### src/core/fsb_cfg.svh
// Constants for the first set bit finder: field layout, reset values and pipeline timing.
`ifndef FSB_CFG_SVH
`define FSB_CFG_SVH

`define FSB_FIELD_W 16
`define FSB_WORD_W 32
`define FSB_SHIFT_W 5
`define FSB_LOCK_BIT 8
`define FSB_INDEX_HI 7
`define FSB_INDEX_LO 4
`define FSB_POS_HI 3
`define FSB_POS_LO 0
`define FSB_RESULT_RESET 32'h0000_0000
`define FSB_COUNT_RESET 4'h0
`define FSB_MIN_GAP_INSTR 3

`endif

### src/core/fsb_pkg.sv
// Types shared by the first set bit finder modules.
package fsb_pkg;
	typedef logic [3:0] fsb_pos_t;
	typedef logic [3:0] fsb_count_t;
	typedef logic [31:0] fsb_word_t;

	typedef enum logic [1:0] {
		FSB_FETCH_NONE = 2'b00,
		FSB_FETCH_ONE = 2'b01,
		FSB_FETCH_TWO = 2'b10
	} fsb_fetch_e;

	typedef enum logic [1:0] {
		FSB_SLOT_FIRST = 2'b00,
		FSB_SLOT_SECOND = 2'b01,
		FSB_SLOT_FULL = 2'b10
	} fsb_slot_e;
endpackage

### src/core/fsb_scan_if.sv
// Interface carrying one prepared search field from the top to the priority scanner.
interface fsb_scan_if;
	logic [15:0] field;
	logic found;
	logic [3:0] pos;
	modport requester (output field, input found, input pos);
	modport scanner (input field, output found, output pos);
endinterface

### src/core/fsb_scan.sv
// Priority scanner: lowest set bit of a 16-bit field.
module fsb_scan (
	fsb_scan_if.scanner scan
);
	import fsb_pkg::*;

	logic [3:0] next_pos;

	// Walk from the top down so the lowest set bit is written last and wins.
	always_comb begin
		next_pos = 4'h0;
		for (int i = 15; i >= 0; i--) begin
			if (scan.field[i]) begin
				next_pos = 4'(i);
			end
		end
	end

	assign scan.found = |scan.field;
	assign scan.pos = next_pos;
endmodule

### src/core/fsb_finder.sv
// First set bit finder: operand shaping, search counter, two lockable result registers.
`include "fsb_cfg.svh"

module fsb_finder (
	// Clock and reset.
	input wire logic i_mclk,
	input wire logic i_rst,
	// Search issue from the pipeline.
	input wire logic i_search_valid,
	input wire logic [31:0] i_search_operand,
	input wire logic [4:0] i_search_shift,
	input wire logic i_search_masked,
	input wire logic [31:0] i_search_mask,
	input wire logic i_search_clear,
	// Result fetch from the pipeline.
	input wire fsb_pkg::fsb_fetch_e i_fetch_sel,
	// Immediate data back to the ALU.
	output logic o_fetch_valid,
	output fsb_pkg::fsb_word_t o_fetch_data,
	// Result registers, for observation.
	output fsb_pkg::fsb_word_t o_outcome_first,
	output fsb_pkg::fsb_word_t o_outcome_second
);
	import fsb_pkg::*;

	////////////////////////////////////////////////////////////////////////////////
	// Stage one: register the search so the scan sees a clean field.

	logic s1_valid;
	logic s1_clear;
	logic [15:0] s1_field;
	logic [31:0] shifted_word;
	logic [31:0] mask_word;
	logic [15:0] next_field;

	// The shift picks any 16-bit window of the operand.
	assign shifted_word = i_search_operand >> i_search_shift;
	// Mask is whatever the ALU passed, register or immediate alike.
	assign mask_word = i_search_masked ? (i_search_mask >> i_search_shift) : 32'hffff_ffff;
	assign next_field = shifted_word[15:0] & mask_word[15:0];

	always_ff @(posedge i_mclk or posedge i_rst) begin
		if (i_rst) begin
			s1_valid <= 1'b0;
			s1_clear <= 1'b0;
			s1_field <= 16'h0000;
		end else begin
			s1_valid <= i_search_valid;
			s1_clear <= i_search_valid & i_search_clear;
			s1_field <= next_field;
		end
	end

	////////////////////////////////////////////////////////////////////////////////
	// Scan.

	fsb_scan_if scan_bus ();
	assign scan_bus.field = s1_field;

	fsb_scan u_scan (
		.scan(scan_bus)
	);

	////////////////////////////////////////////////////////////////////////////////
	// Stage two: counter and result registers.

	fsb_count_t count;
	fsb_word_t outcome_first;
	fsb_word_t outcome_second;
	fsb_count_t eff_count;
	logic eff_lock_first;
	logic eff_lock_second;
	fsb_slot_e target_slot;
	logic hit;
	fsb_word_t new_word;
	fsb_word_t next_first;
	fsb_word_t next_second;
	fsb_count_t next_count;

	// Clear acts before this search is counted, so its own hit gets index 0.
	assign eff_count = s1_clear ? `FSB_COUNT_RESET : count;
	assign eff_lock_first = s1_clear ? 1'b0 : outcome_first[`FSB_LOCK_BIT];
	assign eff_lock_second = s1_clear ? 1'b0 : outcome_second[`FSB_LOCK_BIT];

	// Empty field is no hit; it touches no result unless the same search clears.
	assign hit = s1_valid & scan_bus.found;

	// First free register wins; with both locked the hit goes nowhere.
	assign target_slot = !eff_lock_first ? FSB_SLOT_FIRST :
		(!eff_lock_second ? FSB_SLOT_SECOND : FSB_SLOT_FULL);

	// Upper bits are zero, lock flag, index, position.
	assign new_word = {23'h000000, 1'b1, eff_count, scan_bus.pos};

	// Hit loads and locks; a locked word is never rewritten until a clear.
	assign next_first = (hit && target_slot == FSB_SLOT_FIRST) ? new_word :
		(s1_clear ? `FSB_RESULT_RESET : outcome_first);
	assign next_second = (hit && target_slot == FSB_SLOT_SECOND) ? new_word :
		(s1_clear ? `FSB_RESULT_RESET : outcome_second);

	// Every search counts, hit or miss, and 15 rolls to 0.
	assign next_count = s1_valid ? fsb_count_t'(eff_count + 4'h1) : count;

	always_ff @(posedge i_mclk or posedge i_rst) begin
		if (i_rst) begin
			count <= `FSB_COUNT_RESET;
			outcome_first <= `FSB_RESULT_RESET;
			outcome_second <= `FSB_RESULT_RESET;
		end else begin
			count <= next_count;
			outcome_first <= next_first;
			outcome_second <= next_second;
		end
	end

	////////////////////////////////////////////////////////////////////////////////
	// Fetch path: apart from the observation outputs, results leave only as immediate data on request.
	// The reader must keep the documented gap after a search; a fetch issued
	// sooner simply sees the older contents, nothing stalls.

	logic fetch_hit;
	fsb_word_t fetch_sel_word;

	assign fetch_hit = (i_fetch_sel == FSB_FETCH_ONE) || (i_fetch_sel == FSB_FETCH_TWO);
	assign fetch_sel_word = (i_fetch_sel == FSB_FETCH_TWO) ? outcome_second : outcome_first;

	always_ff @(posedge i_mclk or posedge i_rst) begin
		if (i_rst) begin
			o_fetch_valid <= 1'b0;
			o_fetch_data <= `FSB_RESULT_RESET;
		end else begin
			o_fetch_valid <= fetch_hit;
			o_fetch_data <= fetch_hit ? fetch_sel_word : `FSB_RESULT_RESET;
		end
	end

	assign o_outcome_first = outcome_first;
	assign o_outcome_second = outcome_second;
endmodule

### config.mk
export PLATFORM = sky130hd
export DESIGN_NAME = fsb_finder
export DESIGN_NICKNAME = d
export VERILOG_FILES = /design/src/core/fsb_pkg.sv /design/src/core/fsb_scan_if.sv /design/src/core/fsb_scan.sv /design/src/core/fsb_finder.sv
export VERILOG_INCLUDE_DIRS = /design/src /design/src/core
export SDC_FILE = /design/constraint.sdc
export NUM_CORES = 1
export LEC_CHECK = 0
export ABC_AREA = 1
export BUFFER_PORTS_ARGS = -buffer_cell sky130_fd_sc_hd__buf_2
export CORE_MARGIN = 1.5
export CORE_UTILIZATION = 50
export CTS_BUF_LIST = sky130_fd_sc_hd__clkbuf_8
export CTS_CLUSTER_SIZE = 40
export DETAILED_ROUTE_END_ITERATION = 8
export GPL_ROUTABILITY_DRIVEN = 0
export GPL_TIMING_DRIVEN = 0
export PLACE_DENSITY = 0.8
export SLEW_MARGIN = 5
export SYNTH_ARGS = -nofsm -noshare
export SYNTH_HDL_FRONTEND = slang
export SYNTH_SLANG_ARGS = --single-unit
### constraint.sdc
create_clock -name i_mclk -period 1.8 [get_ports i_mclk]
set_input_delay 0.18 -clock i_mclk [delete_from_list [all_inputs] [get_ports i_mclk]]
set_output_delay 0.18 -clock i_mclk [all_outputs]
set_load 0.01 [all_outputs]
=== Word level (Yosys, flattened, before mapping) ===
Cells that the tools add are included.

* Bits in registers: 119

* $add $sub $neg: 1
* Mux-type cells: 27
* Shifts and indexed selects: 2
* Reduce and logical (&&, ||, !) cells: 7
* Equality and inequality tests: 3
* Bitwise gates (word level): 3

{| class="wikitable"
|+ Operators by type and width
! kind !! count
|-
| 32-bit two-way mux || 5
|-
| 4-bit two-way mux || 17
|-
| 32-bit by 5-bit right shift with 16-bit output || 2
|-
| 16-bit AND || 1
|-
| 16-bit two-way mux || 1
|-
| 16-bit OR reduction || 1
|-
| 4-bit by 1-bit adder with 4-bit output, second input constant || 1
|-
| 2-bit by 1-bit == test with 1-bit output, second input constant || 2
|-
| 2-bit two-way mux || 2
|-
| 2-bit nonzero test || 2
|-
| 1-bit AND || 2
|-
| 2-bit == test, second input constant || 1
|-
| 1-bit logical AND || 2
|-
| 2-bit logical NOT || 1
|-
| 1-bit two-way mux || 2
|-
| 1-bit logical OR || 1
|}

=== Logic depth before layout (Yosys ltp) ===
* Depth in word-level cells: 17
* Gate-level depth with buffers: 17
* Mapped depth without buffers: 17

=== By module ===
From an unflattened synthesis, not the netlist that was laid out.

* Cells, all modules: 903
* Area, all modules: 5,457.7 µm²

{| class="wikitable"
|+ Modules (own cells, without submodules)
! module !! sequential area each (µm²) !! cells an instance !! instances !! area each (µm²)
|-
| fsb_finder || 1,251.2 || 854 || 1 || 5,248.8
|-
| fsb_scan || 0.0 || 49 || 1 || 209.0
|}

=== Worst setup path after synthesis ===
Ideal clock, no wire load.

* Kind: register to register
* From: register s1_field[15]
* To: register outcome_second[0] (netlist: o_outcome_second[0])
* Buffers on the path: 1
* Path slack: 314 ps
* Arrival: 1,369 ps
* Cell stages (with the launch flop): 14
* Data required time: 1,683 ps
* Path through: dfrtp_1 > nor2_1 > inv_1 > nor3_1 > inv_1 > nor2_1 > nand2_1 > nand2_1 > inv_1 > nand3_1 > buf_2 > inv_1 > nand3_1 > nand2_1

* Cells in the longest elaborated chain, start to end: 17
* Elaborated cells between the ends (all ways): 21
* Classes of those cells: mux: 17; bitwise: 1; reduce/logical: 3

{| class="wikitable"
|+ Ends and longest elaborated chain
! item !! line !! RTL
|-
| start: declaration || fsb_finder.sv:31 || <nowiki>logic [15:0] s1_field;</nowiki>
|-
| start signal: assignment || fsb_finder.sv:50 || <nowiki>s1_field <= next_field;</nowiki>
|-
| 4-bit two-way mux (16 in series) || fsb_scan.sv:13 || <nowiki>if (scan.field[i]) begin</nowiki>
|-
| 32-bit two-way mux || fsb_finder.sv:98 || <nowiki>assign next_second = (hit && target_slot == FSB_SLOT_SECOND) ? new_word :</nowiki>
|-
| end signal: assignment || fsb_finder.sv:108 || <nowiki>outcome_second <= `FSB_RESULT_RESET;</nowiki>
|-
| end signal: assignment || fsb_finder.sv:112 || <nowiki>outcome_second <= next_second;</nowiki>
|-
| end: declaration || fsb_finder.sv:69 || <nowiki>fsb_word_t outcome_second;</nowiki>
|}

Several ways; a longest one is shown, not always the timed one.
A chain may end at the register's enable or synchronous reset.

=== Final worst setup path ===
* From: input port i_search_shift[1]
* To: register s1_field[5]

* Cells in the longest elaborated chain, start to end: 3
* Elaborated cells between the ends (all ways): 4
* Classes of those cells: shift: 2; mux: 1; bitwise: 1

{| class="wikitable"
|+ Ends and longest elaborated chain
! item !! line !! RTL
|-
| start: declaration || fsb_finder.sv:11 || <nowiki>input wire logic [4:0] i_search_shift,</nowiki>
|-
| 32-bit by 5-bit right shift with 16-bit output || fsb_finder.sv:39 || <nowiki>assign mask_word = i_search_masked ? (i_search_mask >> i_search_shift) : 32'hffff_ffff;</nowiki>
|-
| 16-bit two-way mux || fsb_finder.sv:39 ||
|-
| 16-bit AND * || fsb_finder.sv:40 || <nowiki>assign next_field = shifted_word[15:0] & mask_word[15:0];</nowiki>
|-
| via next_field[5] || fsb_finder.sv:34 || <nowiki>logic [15:0] next_field;</nowiki>
|}

Mark *: on every way through the listed nets, which the timed path passes. The rest lies on a longest branch.

==> reports/metrics.cfg <==
[timing]
hold_viol = 0
tightest_slew_ns = 0.640
finalCritPeriodShare = 0.895
min_period_ns = 1.61
finalMaxSlewViolations = 0
finalSetupViolCount = 0
fin_worst_skew_ns = 0.0100
fin_tns_setup_ns = 0
timing.fmax_mhz = 621
maxSlewHeadroom = 0.572
rsz0062_at_grt = no

[worst_hold_path]
min_from = i_search_clear
hold_path.class = input pin to flop

[synth]
synth_top_area_frac = 0.248
yosysMostFrequentCell = nand2_1
seq_area_frac_synth = 0.248
synth_area_leaders = dfrtp_1 25%, nand2_1 20%, buf_4 11%
syn_avg_cell_area_um2 = 6.22
yosysUniqueCellTypes = 44
synth_top_area_cell = dfrtp_1
yosys_most_used_dff = dfrtp_1
synthArstFlopShare = 1.00
synth_cells = 810
synth_common_cells = 272 x nand2_1, 73 x nand3_1, 72 x buf_4
synth-edff-count = 0
ys_ff_latch = 50
synth_area_um2 = 5040
ys.warnings.count = 0

[grt]
busiest_layer = met2
use_met2 = 0.475
antenna_found_initial = 0
gr-usage-met1 = 0.358
track_usage = 0.276
grt_max_degree = 29
grtUsageMet3 = 0.0316
grt_overflow = 0
grt_pass1_wl_mm = 23.3
grt_pass1_vias = 4988

[critical_path]
critPathKind = input pin to flop
crit_arrival_ns = 1.81
required_ns = 2.00
reg2reg_from = s1_field[15]
startpoint_type = input pin
end_kind = flop
critPathMaxFanout = 10
critPathLaunch = i_search_shift[1]

[clocking]
cts_max_level = 2
clk_pin_slew_ns = 0.09
cts.sinks = 50
root_buffer = clkbuf_8
cts_buffers = 5
cts_tree = yes
post_cts_buffers = 0
worstSkewPairLatency_ns = 0.30
cts_buffer_depth = 2

[power_and_ir_drop]
powerDensity_nw_per_um2 = 622
leakagePower_uw = 0.00340
power.total_uw = 3840
vdd_drop_max_v = 0.000357

[die]
core_area_um2 = 9770
num_rows = 36
die-area_um2 = 10700
start_util = 0.516
dieHeight_um = 103
die_width_um = 103
io_pins = 173

[layout]
drive_gt1_frac = 0.233
antenna_cells = 0
multi_input_comb_area_um2 = 3040
syn_to_final_growth_pct = 22.3
fin_nets = 1068
fillerInstances = 986
finalNonFillerCells = 1124
final-seq-area_um2 = 1250

[drt]
routed_wl_mm = 14.9
ant_nets = 0
vias = 5808
drc_errors = 0
drtIter0Drc = 569
via_per_inst = 5.17
firstDrtPassIters = 5
wl_per_cell_um = 13.3

[place]
port_buffers = 101
hpwl_mm = 12.1
placed_cells = 1113

[run_status]
status = finished clean

[job]
drv_cap = 0

-- metrics by stage --
| stage | util | hold slack [ns] | area (um^2) | setup WS, ns |
|---|---|---|---|---|
| floorplan | - | 0.211 | 5300 | 0.314 |
| global placement | 0.611 | 0.302 | 5970 | -0.0893 |
| detailed placement | 0.613 | 0.221 | 5990 | -0.0196 |
| CTS | 0.627 | 0.0552 | 6130 | 0.0652 |
| global route | 0.631 | 0.0880 | 6160 | 0.0196 |
| finish | 0.631 | 0.0576 | 6160 | 0.189 |
-- flip-flops by register name (all words and copies together) (netlist names) --
| register | count |
|---|---|
| o_fetch_valid | 1 |
| s1_valid | 1 |
| o_fetch_data | 9 |
| s1_clear | 1 |
| s1_field | 16 |
| o_outcome_first | 9 |
| o_outcome_second | 9 |
| count | 4 |
-- routing by layer --
layer  vias to the layer above  share of wire
met3                        49          0.093
met2                       361           0.47
met1                      2512           0.40
met4                         0          0.030
li1                       2886              -
met5                         -              0
-- worst paths after layout --
kind / end / slack [ns] / cells after the start
worst min register to register: count[0] / 0.54 / 2
min in group asynchronous: count[3] / 0.44 / 3
worst min-delay path: s1_clear / 0.06 / 3
worst max register to register: o_outcome_first[2] / 0.23 / 12
worst max-delay path: s1_field[5] / 0.19 / 7
max in group asynchronous: o_outcome_first[8] / 0.87 / 4
-- cells in the final DEF, fill, tap and decap left out, drive strengths merged, types with 2 or more instances in the layout --
| cell | instances |
|---|---|
| a211oi | 2 |
| a21oi | 26 |
| a221oi | 2 |
| a31oi | 6 |
| and2 | 2 |
| buf | 203 |
| clkbuf | 19 |
| clkinv | 3 |
| conb | 69 |
| dfrtp | 50 |
| dlygate4sd3 | 2 |
| ha | 2 |
| inv | 65 |
| mux2i | 4 |
| nand2 | 272 |
| nand3 | 73 |
| nand4 | 3 |
| nor2 | 36 |
| nor3 | 4 |
| o2111ai | 6 |
| o211ai | 17 |
| o21ai | 93 |
| o221ai | 4 |
| o22ai | 12 |
| or2 | 7 |
-- report_power, final --
| group | total [uW] | switching, uW | internal (uW) |
|---|---|---|---|
| combinational | 1650 | 1020 | 623 |
| sequential | 1390 | 88.4 | 1300 |
| clock | 805 | 382 | 423 |
| total | 3840 | 1490 | 2340 |
-- what timing repair did --
action / in CTS / in global routing
endpoints found under the setup margin: 0 / 17
endpoints found under the hold margin: 23 / 0
hold buffers: 2 / 0
resized for setup: 0 / 11
-- critical path, cell delays in order --
cell       delay (ns)
buf_2            0.08
buf_2            0.20
clkbuf_1         0.45
o21ai_0          0.30
nand2_1          0.12
o2111ai_1        0.18
o2111ai_1        0.29
-- final cells by class --
class | count | share of cell area
flip-flops and latches | 50 | 0.203
multi-input cells | 647 | 0.494
clock inverters | 3 | 0.00792
clock buffers | 5 | 0.0112
well taps | 133 | 0.0270
plain buffers | 114 | 0.127
inverters | 67 | 0.0412
repair buffers | 105 | 0.0893
-- kinds of logic after synthesis --
| kind of cell | synth area share |
|---|---|
| xor gates and xnor gates | 0.00174 |
| buffers and inverters | 0.204 |
| muxes | 0.00794 |
| adders and majority gates | 0.00496 |
| AOI/OAI and AO/OA | 0.210 |
| other | 0.000744 |
| and+or+nand+nor | 0.323 |
| DFF | 0.248 |
Power figures use the tool's default switching activity.
